File: src/cpl_pkg.sv
package cpl_pkg;
  // serial link timing: 115200 baud from a 250 MHz clock
  localparam int unsigned CLK_HZ = 250000000;
  localparam int unsigned BAUD = 115200;
  localparam logic [11:0] BIT_CYC = 12'(CLK_HZ / BAUD);
  localparam logic [11:0] HALF_CYC = 12'(CLK_HZ / BAUD / 2);
  // answer deadline, in milliseconds, and its cycle count
  localparam int unsigned ANSWER_MS = 250;
  localparam int unsigned ANSWER_CYC = CLK_HZ / 1000 * ANSWER_MS;
  // packet layout
  localparam logic [7:0] MAX_LEN = 8'h16;
  localparam logic [7:0] PING_MAX = 8'h10;
  localparam logic [7:0] FLASH_LEN = 8'h10;
  localparam logic [7:0] VER_LEN = 8'h10;
  localparam logic [7:0] BOOT_LEN = 8'h03;
  localparam logic [1:0] KIND_CMD = 2'h0;
  localparam logic [1:0] KIND_RSP = 2'h1;
  localparam logic [1:0] KIND_RPT = 2'h2;
  localparam logic [1:0] KIND_ERR = 2'h3;
  // command codes
  localparam logic [5:0] CMD_PING = 6'h00;
  localparam logic [5:0] CMD_VER = 6'h01;
  localparam logic [5:0] CMD_WRFL = 6'h02;
  localparam logic [5:0] CMD_RDFL = 6'h03;
  localparam logic [5:0] CMD_STORE = 6'h04;
  localparam logic [5:0] CMD_BOOT = 6'h05;
  localparam logic [5:0] CMD_CLEAR = 6'h06;
  localparam logic [7:0] RPT_KEY = 8'h80;
  // restart, host reset and host power-off keys
  localparam logic [23:0] KEY_REBOOT = 24'h081263;
  localparam logic [23:0] KEY_HRST = 24'h0C1C61;
  localparam logic [23:0] KEY_HOFF = 24'h030B5F;
  // crc-16 (ccitt reflected, as sent lsb first)
  localparam logic [15:0] CRC_INIT = 16'hFFFF;
  localparam logic [15:0] CRC_POLY = 16'h8408;
  // key event codes
  localparam logic [7:0] KEY_RELEASE_OFS = 8'h06;
  localparam int unsigned NKEYS = 6;
  // buffer addressing: 0..21 payload, 32..47 user flash
  localparam logic [5:0] FLASH_BASE = 6'h20;
  // version text, arbitrary identity value
  localparam logic [127:0] VER_TEXT = 128'h4C43443030303A68312E302C76312E30;
  typedef enum logic [3:0] {
    CPL_IDLE = 4'h0,
    CPL_LEN = 4'h1,
    CPL_DATA = 4'h2,
    CPL_CRCL = 4'h3,
    CPL_CRCH = 4'h4,
    CPL_EXEC = 4'h5,
    CPL_TX = 4'h6,
    CPL_TXWAIT = 4'h7
  } cpl_state_t;
endpackage

File: src/cpl_mem.sv
`timescale 1ns/100ps
// small byte memory, registered read data
module cpl_mem (
  input wire logic clk,
  input wire logic we,
  input wire logic [5:0] waddr,
  input wire logic [7:0] wdata,
  input wire logic [5:0] raddr,
  output logic [7:0] rdata
);
  logic [7:0] mem [0:63];

  // write port and registered read
  always_ff @(posedge clk)
  begin
    if (we)
    begin
      mem[waddr] <= wdata;
    end
    rdata <= mem[raddr];
  end
endmodule

File: src/cpl_link.sv
`timescale 1ns/100ps
// Contract
// - serial link runs 115200 baud, 8 data bits, no parity, one stop bit
// - packets are type, length, payload, then two check bytes
// - type low six bits carry code, top bits give packet kind
// - length byte counts payload bytes; only zero to 22 legal
// - crc-16 covers type, length, payload; sent low byte first
// - check bytes follow last used payload byte, no padding
// - device answers every received packet within 250 ms; packets with a bad check value or a length over 22 get no answer
// - reports may interleave with answers; host classifies by type
// - enabled key press or release sends type 0x80 report, codes 1..12; code reports one event per cycle, drops events while one is pending
// - exactly one answer per command, low six type bits echoed
// - ping with up to 16 bytes echoes length and payload, type 0x40
// - version query answers type 0x41 with 16 text bytes
// - flash write takes exactly 16 bytes, stores, answers 0x42 empty
// - flash read returns stored user area contents
// - store boot state saves settings, answers type 0x44
// - code 5 with 8,18,99 restarts device, answers 0x45
// - code 5 with 12,28,97 asserts host reset, answers 0x45
// - code 5 with 3,11,95 powers host off, answers 0x45
// - clear screen fills cells with 0x20, homes cursor, answers 0x46
module cpl_link #(
  parameter logic [11:0] BIT_CYC = cpl_pkg::BIT_CYC
) (
  input wire logic clk,
  input wire logic rst_b,
  input wire logic rx_pin,
  output logic tx_pin,
  input wire logic [5:0] key_press,
  input wire logic [5:0] key_release,
  input wire logic [5:0] press_mask,
  input wire logic [5:0] release_mask,
  output logic store_boot,
  output logic restart_req,
  output logic host_reset,
  output logic host_power_off,
  output logic clear_screen
);
  localparam logic [11:0] HALF_CYC = BIT_CYC >> 1;
  cpl_pkg::cpl_state_t state;
  logic rx_s1, rx_s2;
  // receiver
  logic [11:0] rx_cnt;
  logic [3:0] rx_bit;
  logic [7:0] rx_sh;
  logic rx_busy, rx_vld;
  logic [7:0] rx_byte;
  // packet capture
  logic [7:0] p_type, p_len, p_idx;
  logic [15:0] crc, rx_crc;
  logic [23:0] key3;
  // transmitter
  logic [11:0] tx_cnt;
  logic [3:0] tx_bit;
  logic [9:0] tx_sh;
  logic tx_busy;
  logic [7:0] a_type, a_len, t_idx;
  logic [1:0] a_src;
  logic [15:0] tcrc;
  logic [2:0] t_phase;
  logic [7:0] key_code;
  logic key_pend;
  logic [7:0] mem_rd;
  logic flash_copy;
  logic [4:0] fc_cnt;
  logic [7:0] rpt_code;

  // two-flop synchroniser on the serial input
  always_ff @(posedge clk or negedge rst_b)
  begin
    if (!rst_b)
    begin
      rx_s1 <= 1'b1;
      rx_s2 <= 1'b1;
    end
    else
    begin
      rx_s1 <= rx_pin;
      rx_s2 <= rx_s1;
    end
  end

  // uart receive, samples mid-bit, 8n1
  wire rx_tick = rx_busy && (rx_cnt == 12'h000);
  always_ff @(posedge clk or negedge rst_b)
  begin
    if (!rst_b)
    begin
      rx_busy <= 1'b0;
      rx_cnt <= 12'h000;
      rx_bit <= 4'h0;
      rx_sh <= 8'h00;
      rx_vld <= 1'b0;
      rx_byte <= 8'h00;
    end
    else
    begin
      rx_vld <= 1'b0;
      if (!rx_busy && !rx_s2)
      begin
        rx_busy <= 1'b1;
        rx_cnt <= HALF_CYC;
        rx_bit <= 4'h0;
      end
      else if (rx_tick)
      begin
        rx_cnt <= BIT_CYC - 12'h001;
        rx_bit <= rx_bit + 4'h1;
        if (rx_bit == 4'h0 && rx_s2)
          rx_busy <= 1'b0;
        else if (rx_bit == 4'h9)
        begin
          rx_busy <= 1'b0;
          rx_vld <= rx_s2;
          rx_byte <= rx_sh;
        end
        else if (rx_bit != 4'h0)
          rx_sh <= {rx_s2, rx_sh[7:1]};
      end
      else if (rx_busy)
        rx_cnt <= rx_cnt - 12'h001;
    end
  end

  // crc-16 byte update
  function automatic logic [15:0] crc_step(input logic [15:0] c, input logic [7:0] d);
    logic [15:0] r;
    r = c ^ {8'h00, d};
    for (int i = 0; i < 8; i++)
      r = r[0] ? ((r >> 1) ^ cpl_pkg::CRC_POLY) : (r >> 1);
    return r;
  endfunction

  // command legality per code
  wire [5:0] code = p_type[5:0];
  wire crc_ok = (crc == ~rx_crc) || (~crc == rx_crc);
  wire cmd_kind = (p_type[7:6] == cpl_pkg::KIND_CMD);
  wire is_boot = (key3 == cpl_pkg::KEY_REBOOT) || (key3 == cpl_pkg::KEY_HRST)
    || (key3 == cpl_pkg::KEY_HOFF);
  wire legal = cmd_kind && (
    (code == cpl_pkg::CMD_PING && p_len <= cpl_pkg::PING_MAX) ||
    (code == cpl_pkg::CMD_VER && p_len == 8'h00) ||
    (code == cpl_pkg::CMD_WRFL && p_len == cpl_pkg::FLASH_LEN) ||
    (code == cpl_pkg::CMD_RDFL && p_len == 8'h00) ||
    (code == cpl_pkg::CMD_STORE && p_len == 8'h00) ||
    (code == cpl_pkg::CMD_BOOT && p_len == cpl_pkg::BOOT_LEN && is_boot) ||
    (code == cpl_pkg::CMD_CLEAR && p_len == 8'h00));
  // answer length and payload source: 0 none, 1 rx buffer, 2 flash, 3 text
  wire [7:0] ans_len = !legal ? 8'h00 :
    code == cpl_pkg::CMD_PING ? p_len :
    code == cpl_pkg::CMD_VER ? cpl_pkg::VER_LEN :
    code == cpl_pkg::CMD_RDFL ? cpl_pkg::FLASH_LEN : 8'h00;
  wire [1:0] ans_src = !legal ? 2'h0 : code == cpl_pkg::CMD_PING ? 2'h1 :
    code == cpl_pkg::CMD_RDFL ? 2'h2 : code == cpl_pkg::CMD_VER ? 2'h3 : 2'h0;
  wire [7:0] ans_type = {legal ? cpl_pkg::KIND_RSP : cpl_pkg::KIND_ERR, code};

  // buffer: payload at 0.., flash copy at FLASH_BASE..
  wire in_data = (state == cpl_pkg::CPL_DATA) && rx_vld;
  wire do_wrfl = (state == cpl_pkg::CPL_EXEC) && crc_ok && legal && code == cpl_pkg::CMD_WRFL;
  wire [5:0] wr_addr = in_data ? p_idx[5:0] : (cpl_pkg::FLASH_BASE + t_idx[5:0]);
  wire tx_tick = tx_busy && (tx_cnt == 12'h000);
  wire tx_done = tx_tick && (tx_bit == 4'h9);
  // flash copy and answer reads look one byte ahead of the registered read
  wire adv_idx = (state == cpl_pkg::CPL_TXWAIT) && tx_done && (t_phase == 3'h2);
  wire [5:0] rd_idx = (flash_copy || adv_idx) ? (t_idx[5:0] + 6'h01) : t_idx[5:0];
  wire [5:0] rd_addr = (a_src == 2'h2 && state != cpl_pkg::CPL_EXEC) ?
    (cpl_pkg::FLASH_BASE + rd_idx) : rd_idx;
  wire [7:0] ver_byte = cpl_pkg::VER_TEXT[8'(8'd127 - {t_idx[3:0], 3'h0}) -: 8];

  cpl_mem u_mem (
    .clk(clk),
    .we(in_data || flash_copy),
    .waddr(wr_addr),
    .wdata(in_data ? rx_byte : mem_rd),
    .raddr(rd_addr),
    .rdata(mem_rd)
  );

  // tx character engine
  logic tx_load;
  logic [7:0] tx_byte;
  // pick next answer byte
  wire [7:0] pay_byte = (a_src == 2'h3) ? ver_byte : mem_rd;
  wire [7:0] next_tx = (t_phase == 3'h0) ? a_type : (t_phase == 3'h1) ? a_len :
    (t_phase == 3'h2) ? pay_byte : (t_phase == 3'h3) ? tcrc[7:0] : tcrc[15:8];

  // key event encode, any enabled press wins over any release, then lowest set bit wins
  logic [7:0] key_sel;
  logic key_any;
  always_comb
  begin
    key_sel = 8'h00;
    key_any = 1'b0;
    for (int k = cpl_pkg::NKEYS - 1; k >= 0; k--)
    begin
      if (key_release[k] && release_mask[k])
      begin
        key_sel = 8'(k + 1) + cpl_pkg::KEY_RELEASE_OFS;
        key_any = 1'b1;
      end
    end
    for (int k = cpl_pkg::NKEYS - 1; k >= 0; k--)
    begin
      if (key_press[k] && press_mask[k])
      begin
        key_sel = 8'(k + 1);
        key_any = 1'b1;
      end
    end
  end

  // main packet sequencer
  always_ff @(posedge clk or negedge rst_b)
  begin
    if (!rst_b)
    begin
      state <= cpl_pkg::CPL_IDLE;
      p_type <= 8'h00;
      p_len <= 8'h00;
      p_idx <= 8'h00;
      crc <= cpl_pkg::CRC_INIT;
      rx_crc <= 16'h0000;
      key3 <= 24'h000000;
      a_type <= 8'h00;
      a_len <= 8'h00;
      a_src <= 2'h0;
      t_idx <= 8'h00;
      tcrc <= cpl_pkg::CRC_INIT;
      t_phase <= 3'h0;
      tx_load <= 1'b0;
      tx_byte <= 8'h00;
      flash_copy <= 1'b0;
      fc_cnt <= 5'h00;
      key_pend <= 1'b0;
      key_code <= 8'h00;
      rpt_code <= 8'h00;
      store_boot <= 1'b0;
      restart_req <= 1'b0;
      host_reset <= 1'b0;
      host_power_off <= 1'b0;
      clear_screen <= 1'b0;
    end
    else
    begin
      tx_load <= 1'b0;
      store_boot <= 1'b0;
      restart_req <= 1'b0;
      clear_screen <= 1'b0;
      if (key_any && !key_pend)
      begin
        key_pend <= 1'b1;
        key_code <= key_sel;
      end
      case (state)
        cpl_pkg::CPL_IDLE:
        begin
          if (rx_vld)
          begin
            p_type <= rx_byte;
            crc <= crc_step(cpl_pkg::CRC_INIT, rx_byte);
            state <= cpl_pkg::CPL_LEN;
          end
          else if (key_pend && !tx_busy)
          begin
            // key report, sent between packets
            a_type <= cpl_pkg::RPT_KEY;
            rpt_code <= key_code; // later events cannot alter this report
            a_len <= 8'h01;
            a_src <= 2'h0;
            key_pend <= 1'b0;
            tcrc <= cpl_pkg::CRC_INIT;
            t_phase <= 3'h0;
            t_idx <= 8'h00;
            state <= cpl_pkg::CPL_TX;
          end
        end
        cpl_pkg::CPL_LEN:
        begin
          if (rx_vld)
          begin
            p_len <= rx_byte;
            p_idx <= 8'h00;
            crc <= crc_step(crc, rx_byte);
            if (rx_byte > cpl_pkg::MAX_LEN)
              state <= cpl_pkg::CPL_IDLE;
            else if (rx_byte == 8'h00)
              state <= cpl_pkg::CPL_CRCL;
            else
              state <= cpl_pkg::CPL_DATA;
          end
        end
        cpl_pkg::CPL_DATA:
        begin
          if (rx_vld)
          begin
            crc <= crc_step(crc, rx_byte);
            key3 <= {key3[15:0], rx_byte};
            p_idx <= p_idx + 8'h01;
            if (p_idx + 8'h01 == p_len)
              state <= cpl_pkg::CPL_CRCL;
          end
        end
        cpl_pkg::CPL_CRCL:
        begin
          if (rx_vld)
          begin
            rx_crc[7:0] <= rx_byte;
            state <= cpl_pkg::CPL_CRCH;
          end
        end
        cpl_pkg::CPL_CRCH:
        begin
          if (rx_vld)
          begin
            rx_crc[15:8] <= rx_byte;
            t_idx <= 8'h00;
            state <= cpl_pkg::CPL_EXEC;
          end
        end
        cpl_pkg::CPL_EXEC:
        begin
          if (flash_copy)
          begin
            t_idx <= t_idx + 8'h01;
            fc_cnt <= fc_cnt - 5'h01;
            if (fc_cnt == 5'h01)
              flash_copy <= 1'b0;
          end
          else if (!crc_ok)
            state <= cpl_pkg::CPL_IDLE;
          else if (do_wrfl && fc_cnt == 5'h00 && t_idx == 8'h00)
          begin
            flash_copy <= 1'b1;
            fc_cnt <= 5'(cpl_pkg::FLASH_LEN);
            t_idx <= 8'h00;
          end
          else
          begin
            // side effects only for legal commands
            store_boot <= legal && code == cpl_pkg::CMD_STORE;
            clear_screen <= legal && code == cpl_pkg::CMD_CLEAR;
            restart_req <= legal && code == cpl_pkg::CMD_BOOT && key3 == cpl_pkg::KEY_REBOOT;
            if (legal && code == cpl_pkg::CMD_BOOT && key3 == cpl_pkg::KEY_HRST)
              host_reset <= 1'b1;
            if (legal && code == cpl_pkg::CMD_BOOT && key3 == cpl_pkg::KEY_HOFF)
              host_power_off <= 1'b1;
            a_type <= ans_type;
            a_len <= ans_len;
            a_src <= ans_src;
            tcrc <= cpl_pkg::CRC_INIT;
            t_phase <= 3'h0;
            t_idx <= 8'h00;
            state <= cpl_pkg::CPL_TX;
          end
        end
        cpl_pkg::CPL_TX:
        begin
          if (!tx_busy && !tx_load)
          begin
            tx_byte <= (a_type == cpl_pkg::RPT_KEY && t_phase == 3'h2) ? rpt_code : next_tx;
            tx_load <= 1'b1;
            if (t_phase < 3'h3)
              tcrc <= crc_step(tcrc, (a_type == cpl_pkg::RPT_KEY && t_phase == 3'h2)
                ? rpt_code : next_tx);
            state <= cpl_pkg::CPL_TXWAIT;
          end
        end
        cpl_pkg::CPL_TXWAIT:
        begin
          if (tx_done)
          begin
            state <= cpl_pkg::CPL_TX;
            if (t_phase == 3'h1)
              t_phase <= (a_len == 8'h00) ? 3'h3 : 3'h2;
            else if (t_phase == 3'h2)
            begin
              t_idx <= t_idx + 8'h01;
              if (t_idx + 8'h01 == a_len)
                t_phase <= 3'h3;
            end
            else if (t_phase == 3'h4)
              state <= cpl_pkg::CPL_IDLE;
            else
              t_phase <= t_phase + 3'h1;
          end
        end
        default:
          state <= cpl_pkg::CPL_IDLE;
      endcase
    end
  end

  // uart transmit, crc sent complemented low byte first
  always_ff @(posedge clk or negedge rst_b)
  begin
    if (!rst_b)
    begin
      tx_busy <= 1'b0;
      tx_cnt <= 12'h000;
      tx_bit <= 4'h0;
      tx_sh <= 10'h3FF;
      tx_pin <= 1'b1;
    end
    else if (tx_load)
    begin
      tx_busy <= 1'b1;
      tx_cnt <= BIT_CYC - 12'h001;
      tx_bit <= 4'h0;
      tx_sh <= {1'b1, (t_phase >= 3'h3) ? ~tx_byte : tx_byte, 1'b0};
      tx_pin <= 1'b0;
    end
    else if (tx_tick)
    begin
      tx_cnt <= BIT_CYC - 12'h001;
      tx_bit <= tx_bit + 4'h1;
      tx_sh <= {1'b1, tx_sh[9:1]};
      tx_pin <= tx_sh[1];
      if (tx_bit == 4'h9)
      begin
        tx_busy <= 1'b0;
        tx_pin <= 1'b1;
      end
    end
    else if (tx_busy)
      tx_cnt <= tx_cnt - 12'h001;
  end

  // answer type echoes command code
  a_echo_code: assert property (@(posedge clk) disable iff (!rst_b)
    state == cpl_pkg::CPL_EXEC && !flash_copy && crc_ok && !do_wrfl
    |=> a_type[5:0] == $past(code))
    else $error("answer code not echoed");
  // illegal packet answered as error, no store or clear pulse
  a_err_kind: assert property (@(posedge clk) disable iff (!rst_b)
    state == cpl_pkg::CPL_EXEC && !flash_copy && crc_ok && !legal
    |=> a_type[7:6] == cpl_pkg::KIND_ERR && !store_boot && !clear_screen)
    else $error("illegal packet not refused");
  // length never exceeds limit once data begins
  a_len_limit: assert property (@(posedge clk) disable iff (!rst_b)
    state == cpl_pkg::CPL_DATA |-> p_len <= cpl_pkg::MAX_LEN && p_len != 8'h00)
    else $error("payload length out of range");
  // line idles high outside characters
  a_line_idle: assert property (@(posedge clk) disable iff (!rst_b)
    !tx_busy && !$past(tx_load) |-> tx_pin)
    else $error("line not idle");
  // host reset only after the matching key
  a_host_rst: assert property (@(posedge clk) disable iff (!rst_b)
    $rose(host_reset) |-> $past(key3) == cpl_pkg::KEY_HRST)
    else $error("host reset without key");
  // power-off only after the matching key
  a_host_off: assert property (@(posedge clk) disable iff (!rst_b)
    $rose(host_power_off) |-> $past(key3) == cpl_pkg::KEY_HOFF)
    else $error("power off without key");
  // key report payload is a legal code
  a_key_code: assert property (@(posedge clk) disable iff (!rst_b)
    state == cpl_pkg::CPL_TX && a_type == cpl_pkg::RPT_KEY
    |-> rpt_code >= 8'h01 && rpt_code <= 8'h0C)
    else $error("bad key code");
  // ping answer keeps length
  a_ping_len: assert property (@(posedge clk) disable iff (!rst_b)
    state == cpl_pkg::CPL_EXEC && !flash_copy && crc_ok && legal && code == cpl_pkg::CMD_PING
    |=> a_len == $past(p_len))
    else $error("ping length changed");
endmodule

File: config.mk
export PLATFORM = sky130hd
export DESIGN_NAME = cpl_link
export DESIGN_NICKNAME = d
export VERILOG_FILES = /design/src/cpl_pkg.sv /design/src/cpl_mem.sv /design/src/cpl_link.sv
export SDC_FILE = /design/constraint.sdc
export NUM_CORES = 1
export LEC_CHECK = 0
export BUFFER_PORTS_ARGS = -buffer_cell sky130_fd_sc_hd__buf_4
export CAP_MARGIN = 0
export CORE_MARGIN = 3
export CORE_UTILIZATION = 30
export DETAILED_ROUTE_END_ITERATION = 7
export GPL_TIMING_DRIVEN = 0
export PLACE_DENSITY = 0.53
export SYNTH_ARGS = -nofsm -noshare
export SYNTH_HDL_FRONTEND = slang
export SYNTH_SLANG_ARGS = --single-unit
File: constraint.sdc
create_clock -name clk -period 7.9 [get_ports clk]
set_input_delay 0.79 -clock clk [delete_from_list [all_inputs] [get_ports clk]]
set_output_delay 0.79 -clock clk [all_outputs]
set_load 0.01 [all_outputs]
==> flow_metrics.tcl <==
set metrics [dict create \
    status "completed" \
    clk_path_buf_depth 3 \
    grt.overflow.total 0 \
    area_growth_pct 15.0 \
    place_congestion 0.908 \
    startpoint_type "register" \
    fin_setup_tns_ns 0 \
    required_ns 8.36 \
    power_mw 11.0 \
    clk_latency_ns 0.67 \
    drtIter0Drc 2242 \
    cp_max_fo 10 \
    finalHoldViolCount 0 \
    synth_ff_type "edfxtp_1" \
    critical_path.endpoint "u_mem.rdata[2]" \
    fillers 10900 \
    io_buffers 32 \
    timing.rr.start "t_idx[1]" \
    drt.antenna.violating_nets 0 \
    antenna_found_initial 3 \
    hold_buffers 0 \
    start_util 0.304 \
    crit_type "register to register" \
    synthTopCellsByCount "512 x edfxtp_1, 291 x nand2_1, 193 x nor2_1" \
    clk_pin_slew_ns 0.06 \
    placedCellCount 4195 \
    final_area_sq_um 38200 \
    syn_avg_cell_area_sq_um 12.4 \
    rows 121 \
    drive_above_1_share 0.135 \
    synth_cell_types 96 \
    cts_max_level 3 \
    setup_viol 0 \
    reg2reg_to "u_mem.rdata[2]" \
    syn_inst 2683 \
    critPathLaunch "t_idx[1]" \
    drv_slew 0 \
    drt_wl_total_mm 101 \
    rsz0062_at_grt "false" \
    cts_buffers 83 \
    synth_most_common_cell "edfxtp_1" \
    grt_max_degree 113 \
    cts_root_buf "clkbuf_16" \
    hpwl_mm 68.8 \
    cts_tree "built" \
    die_width_microns 339 \
    ys_ff_latch 739 \
    power.leakage_nw 12.4 \
    rrSetupSlack_ns 1.39 \
    p_per_area_nw_per_um2 288 \
    period_minus_slack_ns 6.51 \
    crit_path_end_kind "register" \
    yosysTopAreaCell "edfxtp_1" \
    wl_per_cell_microns 23.3 \
    synth_edf_count 512 \
    fin_nets 2849 \
    dpl_cell_area_sq_um 35400 \
    maxCapViolations 0 \
    ctsResizeCount 0 \
    seqCellArea_sq_um 21100 \
    grt_pass1_wl_mm 150 \
    grt_pass1_vias 22500 \
    cts_setup_buffers 0 \
    synth_top_area_share 0.463 \
    coreArea_sq_um 109000 \
    die_h_microns 339 \
    cts_num_sinks 739 \
    fin_cells 4344 \
    viasPerCell 5.28 \
    grt_use_total 0.172 \
    async_flop_share 0.296 \
    remaining_drc_errors 0 \
    maxSlewHeadroom 0.168 \
    synthTopCellsByArea "edfxtp_1 46%, dfrtp_1 13%, dfstp_2 3.4%" \
    syn_nets 2728 \
    ys_seq_area_frac 0.635 \
    vdd_ir_drop_max_mv 0.153 \
    ff2ff_path_depth 12 \
    dieArea_sq_um 115000 \
    drtPass1Iterations 5 \
    skew_ns 0.0362 \
    finalCritPeriodShare 0.824 \
    multiInputGateArea_sq_um 11300 \
    io_pins 33 \
    min_path_type "input port to asynchronous set/reset pin" \
    ys_warn_count 0 \
    tightest_slew_ns 1.24 \
    max_freq_mhz 154 \
    synth_area_sq_um 33200 \
    crit_arrival_ns 6.97 \
    vias 22900 \
]
## sequential cells by signal, indices dropped and copies added (netlist names), 12 cells and up
register / count
tcrc: 16
crc: 16
u_mem.mem: 512
tx_cnt: 12
rx_crc: 16
rx_cnt: 12
key3: 24
## stage by stage
step                      worst slack (ns)  hold slack, ns   util
final                                 1.39           0.198  0.349
after global placement                1.67           0.346  0.323
after CTS                             1.63           0.195  0.349
after floorplan                       4.59           0.345      -
after detailed placement              1.64           0.348  0.324
after global routing                  1.20           0.214  0.349
## final cells by class
type                    count  share of cell area
clock inverters            41              0.0127
diodes                      1           0.0000655
multi-input cells        1743               0.296
plain buffers             164              0.0192
inverters                  37             0.00364
repair buffers             36             0.00878
flip-flops and latches    739               0.552
clock buffers             107              0.0592
well taps                1476              0.0484
## worst min-delay path by stage
| stage | slack [ns] | depth (start not counted) | endpoint |
|---|---|---|---|
| after floorplan | 0.35 | 0 | rx_s2 |
| after global placement | 0.35 | 0 | rx_s2 |
| after detailed placement | 0.35 | 0 | rx_s2 |
| after CTS | 0.20 | 1 | host_reset |
| after global routing | 0.21 | 1 | rx_s1 |
| final | 0.20 | 1 | rx_bit[2] |
## power by group
| group | switching, mW | total, mW | internal (mW) |
|---|---|---|---|
| combinational | 1.66 | 2.58 | 0.916 |
| sequential | 0.108 | 4.49 | 4.38 |
| clock | 1.61 | 3.93 | 2.32 |
| total | 3.38 | 11.0 | 7.62 |
## cells by family (layout without fill, tap and decap cells)
group,after synthesis,in the layout,synth area share
DFF,739,739,0.634
and+or+nand+nor,862,862,0.126
other,0,1,0
buffers and inverters,201,385,0.0263
adders and majority gates,18,18,0.00678
xor gates and xnor gates,129,129,0.0361
AOI/OAI and AO/OA,588,588,0.122
muxes,146,146,0.0491
## per-layer routing
layer | vias to the layer above | GRT usage | part of all wire
met5 | - | 0 | 0
met4 | 0 | 0.0615 | 0.032
met3 | 185 | 0.0357 | 0.073
met2 | 817 | 0.266 | 0.45
met1 | 11500 | 0.240 | 0.45
li1 | 10400 | - | -
## placed cells by master, fill, tap and decap left out, types with 34 or more instances in the layout
cell,netlist,routed
edfxtp_1,512,512
nor4_1,51,51
buf_2,38,38
clkbuf_16,0,85
nor2_1,193,193
xor2_1,49,49
mux2_2,86,86
o22ai_1,127,127
dfrtp_1,176,176
dfstp_2,43,43
mux2i_1,55,55
nor3_1,82,80
clkbuf_1,106,123
xnor2_1,75,75
nand3_1,54,54
nand2_1,291,283
buf_4,3,34
a211oi_1,59,59
a21oi_1,60,60
o21ai_0,108,108
inv_1,34,34
and3_1,57,57
## worst max-delay path, stage by stage, from the launching register on
cell	delay [ns]
dfrtp_1	0.40
clkbuf_1	0.44
inv_1	0.32
ha_1	0.39
clkbuf_1	0.74
nor3_2	0.17
a21o_1	0.28
a22oi_1	0.60
clkbuf_1	0.64
o22ai_1	0.15
a311oi_1	0.97
nor4_1	0.31
nor4_1	0.88
Note: power is estimated with default switching activity, not from simulation.
